===== config.mk =====
export PLATFORM = sky130hd
export DESIGN_NAME = ten_channel_descriptor_dma
export DESIGN_NICKNAME = d
export VERILOG_FILES = /design/src/hdl/dma_pkg.sv /design/src/hdl/ten_channel_descriptor_dma.sv
export SDC_FILE = /design/constraint.sdc
export NUM_CORES = 2
export LEC_CHECK = 0
export ABC_AREA = 0
export BUFFER_PORTS_ARGS = -buffer_cell sky130_fd_sc_hd__buf_2
export CAP_MARGIN = 20
export CORE_MARGIN = 2
export CORE_UTILIZATION = 55
export CTS_CLUSTER_SIZE = 14
export DETAILED_ROUTE_END_ITERATION = 6
export PLACE_DENSITY = 0.72
export SLEW_MARGIN = 10
export SYNTH_ARGS = -nofsm -noshare
export SYNTH_HDL_FRONTEND = slang
export SYNTH_SLANG_ARGS = --single-unit

===== constraint.sdc =====
create_clock -name hclk -period 8.8 [get_ports hclk]
set_clock_uncertainty 0.1 [all_clocks]
set_input_delay 0.44 -clock hclk [delete_from_list [all_inputs] [get_ports hclk]]
set_output_delay 0.44 -clock hclk [all_outputs]
set_load 0.005 [all_outputs]

===== src/hdl/dma_pkg.sv =====
// Functional notes
// - ten channels, all copy, all but 5 and 6 in multi config also fly-by; channels 3-6 also accept external requests
// - fly-by never captures data, only drives memory address and steers the bus
// - copy reads a word into a holding register, then writes it out
// - channel change costs six save, one switch, six load cycles
// - parallel config: 1 rx, 2 tx, 3-6 parallel either way, 7-10 serial
// - multi config: 3 rx, 4 tx fifo; 5 and 6 copy only
// - three-bit multi_interface config field selects the channel assignment
// - reduced variant: channels 3 and 4 are external requests 1 and 2
// - channel idles until pointer set and enable bit written
// - descriptor is two words fly-by, four words copy, from the pointer onward
// - wrap clear: next descriptor follows the current one
// - wrap set: return to the address in the descriptor pointer
// - interrupt flag on normal close interrupts even with completion enable off
// - last flag pulses frame end to the attached peripheral
// - fly-by sets full after filling, clears after emptying, never the reverse
// - copy starts only when the full flag is one
// - fly-by read accepts a source address on any byte
// - length field counts up to 65535 bytes
// - mode field: 00 fly-by write, 01 fly-by read, 10 copy, 11 reserved
// - enable bit 31 starts fetching the first descriptor
// - fly-by write stores the received byte count into the length field
package dma_pkg;
  localparam int          NUM_CH        = 10;
  localparam logic [2:0]  SAVE_CYCLES   = 3'd6;
  localparam logic [2:0]  SWITCH_CYCLES = 3'd1;
  localparam logic [2:0]  LOAD_CYCLES   = 3'd6;
  // register map, per channel stride 0x20
  localparam logic [4:0]  OFF_BDP       = 5'h00;
  localparam logic [4:0]  OFF_CTRL      = 5'h10;
  localparam logic [4:0]  OFF_STAT      = 5'h14;
  localparam logic [3:0]  GLB_INDEX     = 4'ha;
  localparam logic [4:0]  OFF_GLB_CFG   = 5'h00;
  localparam logic [2:0]  CFG_PARALLEL  = 3'h0;
  localparam int          GLB_REDUCED   = 8;
  localparam int          CTRL_CE       = 31;
  localparam int          CTRL_MODE_LSB = 26;
  localparam int          CTRL_EXT      = 0;
  localparam int          ST_NC         = 31;
  localparam int          ST_ERR        = 30;
  localparam int          ST_SLEEP      = 29;
  localparam int          ST_NCIE       = 23;
  localparam int          ST_ERRIE      = 22;
  // descriptor word 1
  localparam int          BD_W          = 31;
  localparam int          BD_I          = 30;
  localparam int          BD_L          = 29;
  localparam int          BD_F          = 28;
  localparam int          LEN_W         = 16;
  localparam logic [1:0]  WORDS_FLY     = 2'd1;
  localparam logic [1:0]  WORDS_COPY    = 2'd3;
  localparam logic [31:0] STEP_FLY      = 32'h0000_0008;
  localparam logic [31:0] STEP_COPY     = 32'h0000_0010;
  localparam logic [31:0] WORD_BYTES    = 32'h0000_0004;

  typedef enum logic [1:0] {
    FLYBY_WRITE = 2'b00,
    FLYBY_READ  = 2'b01,
    MEMORY_COPY = 2'b10,
    MODE_RSVD   = 2'b11
  } mode_t;

  typedef struct packed {
    logic        req;
    logic        write;
    logic        flyby;
    logic [31:0] addr;
    logic [31:0] wdata;
  } sysbus_req_t;

  typedef struct packed {
    logic        ack;
    logic [31:0] rdata;
  } sysbus_rsp_t;
endpackage : dma_pkg


===== src/hdl/ten_channel_descriptor_dma.sv =====
`timescale 1ns/1ps
module ten_channel_descriptor_dma
  import dma_pkg::*;
(
  input  wire logic                  hclk,
  input  wire logic                  hresetn,
  input  wire logic                  hsel,
  input  wire logic [31:0]           haddr,
  input  wire logic [1:0]            htrans,
  input  wire logic                  hwrite,
  input  wire logic [2:0]            hsize,
  input  wire logic [31:0]           hwdata,
  input  wire logic                  hready,
  output logic                       hreadyout,
  output logic [31:0]                hrdata,
  output logic                       hresp,
  output sysbus_req_t                sys_req,
  input  wire sysbus_rsp_t           sys_rsp,
  input  wire logic [NUM_CH-1:0]     dreq,
  input  wire logic [3:0]            ext_dreq,
  input  wire logic [NUM_CH-1:0]     rx_done,
  input  wire logic                  reduced_variant,
  output logic [NUM_CH-1:0]          dack,
  output logic [NUM_CH-1:0]          frame_end,
  output logic                       irq
);

  // ---------------------------------------------------------------
  // state
  // ---------------------------------------------------------------
  typedef enum logic [10:0] {
    S_IDLE   = 11'b000_0000_0001,
    S_SAVE   = 11'b000_0000_0010,
    S_SWITCH = 11'b000_0000_0100,
    S_LOAD   = 11'b000_0000_1000,
    S_FETCH  = 11'b000_0001_0000,
    S_CHECK  = 11'b000_0010_0000,
    S_FLY    = 11'b000_0100_0000,
    S_CRD    = 11'b000_1000_0000,
    S_CWR    = 11'b001_0000_0000,
    S_WRBACK = 11'b010_0000_0000,
    S_CLOSE  = 11'b100_0000_0000
  } fsm_t;

  typedef struct packed {
    fsm_t                    fsm;
    logic [2:0]              cnt;
    logic [3:0]              chan;
    logic [3:0]              last_chan;
    logic                    have_ctx;
    logic [NUM_CH-1:0][31:0] bdp;
    logic [NUM_CH-1:0][31:0] ctrl;
    logic [NUM_CH-1:0][31:0] cur_bd;
    logic [NUM_CH-1:0]       done;
    logic [NUM_CH-1:0]       idone;
    logic [NUM_CH-1:0]       err;
    logic [NUM_CH-1:0]       sleep;
    logic [NUM_CH-1:0]       ncie;
    logic [NUM_CH-1:0]       erie;
    logic [2:0]              mi_cfg;
    logic                    reduced;
    logic [3:0][31:0]        dw;
    logic [1:0]              widx;
    logic [31:0]             bd_addr;
    logic [31:0]             src;
    logic [31:0]             dst;
    logic [31:0]             hold;
    logic [LEN_W-1:0]        remain;
    logic [LEN_W-1:0]        moved;
    sysbus_req_t             bus;
    logic [NUM_CH-1:0]       dack;
    logic [NUM_CH-1:0]       frame_end;
    logic                    irq;
    logic                    ap_valid;
    logic                    ap_write;
    logic [11:0]             ap_addr;
    logic [31:0]             hrdata;
    logic                    hreadyout;
  } state_t;

  state_t            st_reg;
  state_t            st_next;
  logic [NUM_CH-1:0] rdy;
  logic              multi;

  assign multi = (st_reg.mi_cfg != CFG_PARALLEL);

  // ---------------------------------------------------------------
  // channel assignment check
  // ---------------------------------------------------------------
  function automatic logic mode_ok(input logic [3:0] ch, input mode_t m, input logic mi, input logic red);
    logic par;
    logic ext;
    par = (ch >= 4'd2) && (ch <= 4'd5) && !mi;
    ext = red && ((ch == 4'd2) || (ch == 4'd3));
    unique case (m)
      MEMORY_COPY: mode_ok = 1'b1;
      FLYBY_WRITE: mode_ok = (ch == 4'd0) || (ch == 4'd6) || (ch == 4'd8) || par || ext
                             || (mi && (ch == 4'd2));
      FLYBY_READ:  mode_ok = (ch == 4'd1) || (ch == 4'd7) || (ch == 4'd9) || par || ext
                             || (mi && (ch == 4'd3));
      MODE_RSVD:   mode_ok = 1'b0;
    endcase
  endfunction : mode_ok

  // ---------------------------------------------------------------
  // per-channel request
  // ---------------------------------------------------------------
  for (genvar i = 0; i < NUM_CH; i++) begin : g_rdy
    logic  hw_req;
    mode_t m;
    assign m = mode_t'(st_reg.ctrl[i][CTRL_MODE_LSB +: 2]);
    if (i >= 2 && i <= 5) begin : g_ext
      // external requests replace the peripheral one when selected
      assign hw_req = (st_reg.ctrl[i][CTRL_EXT] || (st_reg.reduced && i < 4))
                      ? ext_dreq[i-2] : dreq[i];
    end else begin : g_int
      assign hw_req = dreq[i];
    end
    assign rdy[i] = st_reg.ctrl[i][CTRL_CE] && !st_reg.sleep[i] && !st_reg.err[i]
                    && ((m == MEMORY_COPY) || hw_req);
  end

  // ---------------------------------------------------------------
  // next state
  // ---------------------------------------------------------------
  always_comb begin
    logic [3:0]       pick;
    logic             found;
    logic [4:0]       idx;
    logic [3:0]       rch;
    logic [4:0]       roff;
    mode_t            m;
    logic [2:0]       step;
    logic [LEN_W-1:0] len;
    logic [31:0]      w1;
    logic [31:0]      rd;
    pick  = st_reg.last_chan;
    found = 1'b0;
    idx   = '0;
    rch   = st_reg.ap_addr[8:5];
    roff  = st_reg.ap_addr[4:0];
    m     = mode_t'(st_reg.ctrl[st_reg.chan][CTRL_MODE_LSB +: 2]);
    step  = 3'd4;
    len   = st_reg.dw[1][LEN_W-1:0];
    w1    = st_reg.dw[1];
    rd    = '0;
    st_next = st_reg;
    st_next.dack      = '0;
    st_next.frame_end = '0;
    st_next.reduced   = reduced_variant;

    // round robin starting after the last channel served
    for (int k = 1; k <= NUM_CH; k++) begin
      idx = 5'(st_reg.last_chan) + 5'(k);
      if (idx >= 5'(NUM_CH)) begin
        idx = idx - 5'(NUM_CH);
      end
      if (!found && rdy[idx[3:0]]) begin
        pick  = idx[3:0];
        found = 1'b1;
      end
    end

    // bytes this beat: up to the next word boundary, capped by length
    if (st_reg.src[1:0] != 2'd0) begin
      step = 3'd4 - {1'b0, st_reg.src[1:0]};
    end
    if (16'(step) > st_reg.remain) begin
      step = st_reg.remain[2:0];
    end

    unique case (st_reg.fsm)
      S_IDLE: begin
        if (found) begin
          st_next.chan = pick;
          st_next.cnt  = '0;
          if (st_reg.have_ctx && pick == st_reg.last_chan) begin
            st_next.fsm = S_FETCH;
          end else begin
            st_next.fsm = S_SAVE;
          end
        end
      end
      S_SAVE: begin
        st_next.cnt = st_reg.cnt + 3'd1;
        if (st_reg.cnt == SAVE_CYCLES - 3'd1) begin
          st_next.cnt = '0;
          st_next.fsm = S_SWITCH;
        end
      end
      S_SWITCH: begin
        st_next.cnt = st_reg.cnt + 3'd1;
        if (st_reg.cnt == SWITCH_CYCLES - 3'd1) begin
          st_next.cnt       = '0;
          st_next.last_chan = st_reg.chan;
          st_next.fsm       = S_LOAD;
        end
      end
      S_LOAD: begin
        st_next.cnt = st_reg.cnt + 3'd1;
        if (st_reg.cnt == LOAD_CYCLES - 3'd1) begin
          st_next.cnt      = '0;
          st_next.have_ctx = 1'b1;
          st_next.fsm      = S_FETCH;
        end
      end
      S_FETCH: begin
        if (!st_reg.bus.req) begin
          st_next.bd_addr   = st_reg.cur_bd[st_reg.chan];
          st_next.bus.req   = 1'b1;
          st_next.bus.write = 1'b0;
          st_next.bus.flyby = 1'b0;
          st_next.bus.addr  = st_reg.cur_bd[st_reg.chan] + {28'h0, st_reg.widx, 2'b00};
        end else if (sys_rsp.ack) begin
          st_next.bus.req          = 1'b0;
          st_next.dw[st_reg.widx]  = sys_rsp.rdata;
          st_next.widx             = st_reg.widx + 2'd1;
          if (st_reg.widx == ((m == MEMORY_COPY) ? WORDS_COPY : WORDS_FLY)) begin
            st_next.widx = '0;
            st_next.fsm  = S_CHECK;
          end
        end
      end
      S_CHECK: begin
        st_next.src    = st_reg.dw[0];
        st_next.dst    = st_reg.dw[2];
        st_next.remain = len;
        st_next.moved  = '0;
        st_next.fsm    = S_IDLE;
        if (!mode_ok(st_reg.chan, m, multi, st_reg.reduced)) begin
          st_next.err[st_reg.chan] = 1'b1;
        end else if (m == FLYBY_WRITE && w1[BD_F]) begin
          st_next.sleep[st_reg.chan] = 1'b1;
        end else if (m != FLYBY_WRITE && !w1[BD_F]) begin
          st_next.sleep[st_reg.chan] = 1'b1;
        end else if (m == MEMORY_COPY) begin
          st_next.fsm = S_CRD;
        end else begin
          st_next.fsm = S_FLY;
        end
      end
      S_FLY: begin
        if (!st_reg.bus.req) begin
          if (st_reg.remain == '0 || (m == FLYBY_WRITE && rx_done[st_reg.chan])) begin
            st_next.fsm = S_WRBACK;
          end else if (rdy[st_reg.chan]) begin
            // address only; the data word moves between peripheral and memory
            st_next.bus.req   = 1'b1;
            st_next.bus.flyby = 1'b1;
            st_next.bus.write = (m == FLYBY_WRITE);
            st_next.bus.addr  = st_reg.src;
            st_next.bus.wdata = '0;
          end
        end else if (sys_rsp.ack) begin
          st_next.bus.req          = 1'b0;
          st_next.dack[st_reg.chan] = 1'b1;
          st_next.src    = st_reg.src + 32'(step);
          st_next.remain = st_reg.remain - 16'(step);
          st_next.moved  = st_reg.moved + 16'(step);
        end
      end
      S_CRD: begin
        if (st_reg.remain == '0) begin
          st_next.fsm = S_WRBACK;
        end else if (!st_reg.bus.req) begin
          st_next.bus.req   = 1'b1;
          st_next.bus.flyby = 1'b0;
          st_next.bus.write = 1'b0;
          st_next.bus.addr  = st_reg.src;
        end else if (sys_rsp.ack) begin
          st_next.bus.req = 1'b0;
          st_next.hold    = sys_rsp.rdata;
          st_next.fsm     = S_CWR;
        end
      end
      S_CWR: begin
        if (!st_reg.bus.req) begin
          st_next.bus.req   = 1'b1;
          st_next.bus.write = 1'b1;
          st_next.bus.addr  = st_reg.dst;
          st_next.bus.wdata = st_reg.hold;
        end else if (sys_rsp.ack) begin
          st_next.bus.req = 1'b0;
          st_next.src     = st_reg.src + 32'(step);
          st_next.dst     = st_reg.dst + 32'(step);
          st_next.remain  = st_reg.remain - 16'(step);
          st_next.moved   = st_reg.moved + 16'(step);
          st_next.fsm     = S_CRD;
        end
      end
      S_WRBACK: begin
        if (!st_reg.bus.req) begin
          w1[BD_F]        = (m == FLYBY_WRITE);
          w1[LEN_W-1:0]   = st_reg.moved;
          st_next.bus.req   = 1'b1;
          st_next.bus.flyby = 1'b0;
          st_next.bus.write = 1'b1;
          st_next.bus.addr  = st_reg.bd_addr + WORD_BYTES;
          st_next.bus.wdata = w1;
        end else if (sys_rsp.ack) begin
          st_next.bus.req = 1'b0;
          st_next.fsm     = S_CLOSE;
        end
      end
      S_CLOSE: begin
        st_next.fsm = S_IDLE;
        if (w1[BD_W]) begin
          st_next.cur_bd[st_reg.chan] = st_reg.bdp[st_reg.chan];
        end else begin
          st_next.cur_bd[st_reg.chan] = st_reg.bd_addr
              + ((m == MEMORY_COPY) ? STEP_COPY : STEP_FLY);
        end
        st_next.frame_end[st_reg.chan] = w1[BD_L];
      end
    endcase

    // ---------------------------------------------------------------
    // register bus: write in data phase, read captured in address phase
    // ---------------------------------------------------------------
    if (st_reg.ap_valid && st_reg.ap_write) begin
      if (rch == GLB_INDEX && roff == OFF_GLB_CFG) begin
        st_next.mi_cfg = hwdata[2:0];
      end else if (rch < 4'(NUM_CH)) begin
        unique case (roff)
          OFF_BDP: st_next.bdp[rch] = hwdata;
          OFF_CTRL: begin
            st_next.ctrl[rch] = hwdata;
            if (hwdata[CTRL_CE] && !st_reg.ctrl[rch][CTRL_CE]) begin
              st_next.cur_bd[rch] = st_reg.bdp[rch];
              st_next.sleep[rch]  = 1'b0;
              st_next.err[rch]    = 1'b0;
            end
          end
          OFF_STAT: begin
            st_next.sleep[rch] = 1'b0;
            st_next.ncie[rch]  = hwdata[ST_NCIE];
            st_next.erie[rch]  = hwdata[ST_ERRIE];
            if (hwdata[ST_NC]) begin
              st_next.done[rch]  = 1'b0;
              st_next.idone[rch] = 1'b0;
            end
            if (hwdata[ST_ERR]) begin
              st_next.err[rch] = 1'b0;
            end
          end
          default: ;
        endcase
      end
    end

    // hardware events after software clears, so the set wins
    if (st_reg.fsm == S_CLOSE) begin
      st_next.done[st_reg.chan]  = 1'b1;
      // only a fresh flag sets it; a coinciding software clear of an old one still lands
      if (w1[BD_I]) begin
        st_next.idone[st_reg.chan] = 1'b1;
      end
    end
    if (st_reg.fsm == S_CHECK && !mode_ok(st_reg.chan, m, multi, st_reg.reduced)) begin
      st_next.err[st_reg.chan] = 1'b1;
    end

    // descriptor flag forces the interrupt regardless of the enable
    st_next.irq = |((st_next.done & st_next.ncie) | st_next.idone
                    | (st_next.err & st_next.erie));

    st_next.ap_valid = hsel && hready && htrans[1];
    st_next.ap_write = hwrite;
    st_next.ap_addr  = haddr[11:0];
    if (hsel && hready && htrans[1] && !hwrite) begin
      if (haddr[8:5] == GLB_INDEX && haddr[4:0] == OFF_GLB_CFG) begin
        rd = {23'h0, st_reg.reduced, 5'h0, st_reg.mi_cfg};
        rd[GLB_REDUCED] = st_reg.reduced;
      end else if (haddr[8:5] < 4'(NUM_CH)) begin
        unique case (haddr[4:0])
          OFF_BDP:  rd = st_reg.bdp[haddr[8:5]];
          OFF_CTRL: rd = st_reg.ctrl[haddr[8:5]];
          OFF_STAT: begin
            rd[ST_NC]    = st_reg.done[haddr[8:5]] | st_reg.idone[haddr[8:5]];
            rd[ST_ERR]   = st_reg.err[haddr[8:5]];
            rd[ST_SLEEP] = st_reg.sleep[haddr[8:5]];
            rd[ST_NCIE]  = st_reg.ncie[haddr[8:5]];
            rd[ST_ERRIE] = st_reg.erie[haddr[8:5]];
          end
          default: rd = '0;
        endcase
      end
      st_next.hrdata = rd;
    end
    st_next.hreadyout = 1'b1;
  end

  // ---------------------------------------------------------------
  // registers
  // ---------------------------------------------------------------
  always_ff @(posedge hclk or negedge hresetn) begin
    if (!hresetn) begin
      st_reg           <= '0;
      st_reg.fsm       <= S_IDLE;
      st_reg.hreadyout <= 1'b1;
    end else begin
      st_reg <= st_next;
    end
  end

  assign hreadyout = st_reg.hreadyout;
  assign hrdata    = st_reg.hrdata;
  assign hresp     = 1'b0;
  assign sys_req   = st_reg.bus;
  assign dack      = st_reg.dack;
  assign frame_end = st_reg.frame_end;
  assign irq       = st_reg.irq;

endmodule : ten_channel_descriptor_dma


Word level (Yosys, flattened, before mapping)
Index checks and enable logic that the tools add are counted.

Register bits: 1468. Latch bits: 0. RAM bits: 0. ROM bits: 0. Input port bits: 132. Output and inout port bits: 122. Word-level logic and storage cells: 556. Memories kept: 0.

$add $sub $neg: 30. Multiply operators: 0. Div/mod/pow operators: 0. Order comparisons: 32. Eq/ne operators: 66. Shift-type cells: 0. Muxes and demuxes: 190. Bitwise gates (word level): 19. Reductions and logical operators: 153.

Operators by type and width (number): $bwmux 320 (5); $mux 320 (4); $bmux 32 s4 (7); $mux 380 (2); $mux 32 (14); $mux 383 (1); $demux 32 s4 (2); $mux 64 (3); $pmux 32 s3 (2); $mux 11 (15); $pmux 32 s5 (1); $mux 67 (2); $mux 66 (2); $bwmux 128 (1); $pmux 32 s2 (2); $pmux 11 s11 (1); $mux 20 (6); $mux 10 (11); $mux 4 (20); $bmux 1 s4 (18); $and 10x10->10 (7); $or 10x10->10 (7); $mux 34 (2); $lt 4x5->1 const B (13); 92 further kinds (342).

Logic depth before layout (Yosys ltp)
Depth after elaboration: 39. Gate-level depth with buffers: 22. Mapped depth without buffers: 22.

Worst setup path after synthesis
OpenSTA, ideal clock, no wires.

Kind: reg2reg. Start point: register st_reg[1455] in the netlist's numbering. End point: register st_reg, in the netlist sys_req[62]. Setup time: 0.125 ns. Arrival time: 4.676 ns. Required time: 8.575 ns. Slack: 3.900 ns. Stages on the path, launching flop included: 22. Period minus slack after synthesis: 4.900 ns. Cell sequence: dfrtp_1 buf_4 buf_2 buf_2 buf_2 buf_2 buf_2 buf_1 buf_1 mux4_2 mux2i_1 o21ai_0 ha_1 inv_1 fa_1 nand3b_1 nor2_1 nand2_1 nor3_1 xor2_1 o21ai_0 mux2_2.

Cells in the longest elaborated chain, start to end: 7. Elaborated cells between the ends (all ways): 17. Those cells by class: add/sub: 1; eq/ne: 2; mux: 10; reduce/logical: 4.

RTL lines: from (decl) (line ten_channel_descriptor_dma.sv:81) `state_t st_reg;`; from (signal assigned) (line ten_channel_descriptor_dma.sv:403) `st_reg <= st_next;`; branches (longest 7 deep; another with $add 32x4->32).

Several ways; the timed one is not identified. The select of a mux whose other input is x is not followed. A chain may end at the register's enable or synchronous reset.

==> run metrics <==
Net Switching 4704 uW; Largest register FFs 1296; largest net degree at the start of global routing between 150 and 200; Reg power frac 43.3%; Post-DRT Antenna Nets 0; type of the worst setup path reg -> reg; final core utilization 61.04%; syn avg cell area approximately 11 um2; I/O Buffers 224; num ports 254; fraction of layout cells with a size suffix above 1 28.31%; Sink Count 1436; dominant cells by area after synthesis dfrtp_1, mux2_2, mux4_2; die area 146200 um2; chip width 382.4 um; Synth Register Bits between 1000 and 1500; register area between 30000 and 40000 um2; Routed WL per cell around 28 um; worst slew margin relative to its limit 20.24%; drt initial violations 7131; max-slew violations 0; First-pass DRT Iterations 7; hpwl dp 156.1 mm; Fill cells 11060; vias in the first global route 60240; Slew @ Worst Pin 1188 ps; GR Util All Layers 33.91%; Gate power share 15.4%; Required @ worst endpoint 9370 ps; asr flop ratio synth 100.0%; commonest non-fill, non-tap cell in the layout dfrtp_1; multi-input logic area 39520 um2; Routed WL 250.2 mm; maxcap violations 0; row count about 140; post-synthesis instance total 7035; Mapped Nets 7224; RePlAce Congestion 0.9338; grt ovf 0; initial antenna violation count 7; Setup violations, final 0; Synth Flop Type dfrtp_1; Area Overhead vs Synth 9.872%; setup TNS 0 ps; root buf cell clkbuf_16; Crit path arrival time 6810 ps; CP startpoint kind flip-flop; Initial Util 55.56%; final hold vios 0; sequential share of the synthesized area 45.63%; residual DRC count 0; critical path endpoint category flip-flop; routed vias/inst 6.824; PD cells approximately 190 nW/um2; number of flops mapped to enable cells by yosys 0; CP Max Fanout 32; later-pin clock latency in the skew report 820 ps; Reg clk slew, reported paths about 60 ps; via count 60860; Yosys warning count 0; Die H 382.4 um; core footprint 141800 um2; maximum VDD drop 0.0002174 V; post-layout min period approximately 6200 ps; # nets final 7095; outcome complete, no violations; cell area after synthesis 78760 um2; internal power 11900 uW; commonest non-fill, non-tap cells in the layout dfrtp_1, mux2_2, a21oi_1; RSZ-0062 raised after global routing false; Worst Hold Class in -> reg; library cell with the largest summed area after synthesis dfrtp_1; Yosys cell types 98; H-tree depth 4; post-synth top area share 45.59%; Switching Fraction 28.33%; Leak 0.03732 uW; global-route wire length before repair 377.4 mm; deepest clock path buffer count 3; post-CTS sizing 0; Clk pwr share 41.3%; Final period util 70.87%; Num CTS Buffers 153; CTS tree built; Fmax roughly 160 MHz
==> synth_stat cells, drive strengths merged, types with 27 or more instances <==
cell    count
clkbuf    458
inv        60
nand2b     27
nand3      91
a31o       34
o22ai      71
buf       270
nand2     459
and2      189
mux2i     171
mux4      337
nor2      451
a21oi     554
o211ai     38
xor2       43
mux2      891
a211oi    329
o21ai     329
nor3       62
xnor2      67
ha         50
a22oi     166
a221oi     44
nor4       33
and3       38
dfrtp    1435
nor2b      43
==> repair_timing <==
item                      CTS  global route
hold endpoints to repair  269             0
hold buffers               43             0
setup buffers               0             0
==> critical path: stages (launching register included) <==
cell and delay (ps):
dfrtp_1 320, buf_4 290, inv_2 210, ha_1 600, inv_1 340, ha_1 440
inv_1 140, a211o_1 260, and3_1 200, o221a_1 240, o22ai_1 360, nand4_1 380
nor4_4 490, nand4_1 280, o2111ai_1 240, buf_4 200, or3_1 130, buf_4 450
mux2_1 380
==> power by group through the flow <==
stage,registers [uW],logic (uW),clock network [uW]
global placement,7260,2430,0
global route,7210,2730,7180
floorplan,7180,1660,0
CTS,7170,2510,6910
detailed placement,7290,2480,0
finish,7180,2560,6860
==> kinds of logic after synthesis <==
group | after synthesis | share of synthesized area, %
compound gates | 1739 | 14.09
xor+xnor | 110 | 1.261
fa+ha+maj | 57 | 0.9723
buf+inv | 790 | 4.518
flops | 1436 | 45.63
mux | 1399 | 24.55
other cells | 2 | 0.009536
simple gates | 1502 | 8.963
==> final cells by class <==
class                      instances  area share, %
inverter                          62         0.2704
multi-input combinational       4809          45.67
clock inverter                    52         0.8965
sequential                      1436          41.55
antenna                            2       0.005784
tap                             1890          2.733
clock buffer                     224          5.257
timing repair buffer             444          3.616
==> through the flow <==
| stage | setup slack (ps) | instances | power (uW) | hold WS (ps) | area, um2 |
|---|---|---|---|---|---|
| 2_1_floorplan | 3900 | 7035 | 8837 | 44.41 | 78760 |
| 3_3_place_gp | 2773 | 8591 | 9692 | 354.8 | 80630 |
| 3_5_place_dp | 2743 | 8592 | 9767 | 363.9 | 80650 |
| 4_1_cts | 2712 | 8911 | 16580 | 3.195 | 86410 |
| 5_1_grt | 2192 | 8917 | 17130 | 21.11 | 86530 |
| 6_report | 2563 | 8919 | 16600 | 64.29 | 86530 |
==> metal layers <==
metal / vias up / share of wire [%] / track usage (%) / wire, um
met3: 820 / 10 / 8.246 / 26060
met5: - / 0.020 / 0 / 51
met2: 3483 / 45 / 52.13 / 113800
li1: 25770 / - / - / -
met1: 30790 / 38 / 44.56 / 95940
met4: 8 / 5.7 / 18.21 / 14360
==> worst paths after layout <==
| check | start | end | slack (ps) | cells past startpoint |
|---|---|---|---|---|
| max | st_reg[1451]$_DFFE_PN0P_ | st_reg[196]$_DFFE_PN0P_ | 2560 | 18 |
| min in group asynchronous | hresetn | sys_req[10]$_DFFE_PN0P_ | 90 | 2 |
| max reg2reg | st_reg[1451]$_DFFE_PN0P_ | st_reg[196]$_DFFE_PN0P_ | 2560 | 18 |
| min reg2reg | sys_req[7]$_DFFE_PN0P_ | sys_req[7]$_DFFE_PN0P_ | 370 | 2 |
| max in group asynchronous | hresetn | st_reg[1389]$_DFFE_PN0P_ | 6070 | 4 |
| min | sys_rsp[28] | st_reg[195]$_DFFE_PN0P_ | 60 | 2 |
No activity file was read; power rests on OpenSTA's default activity.
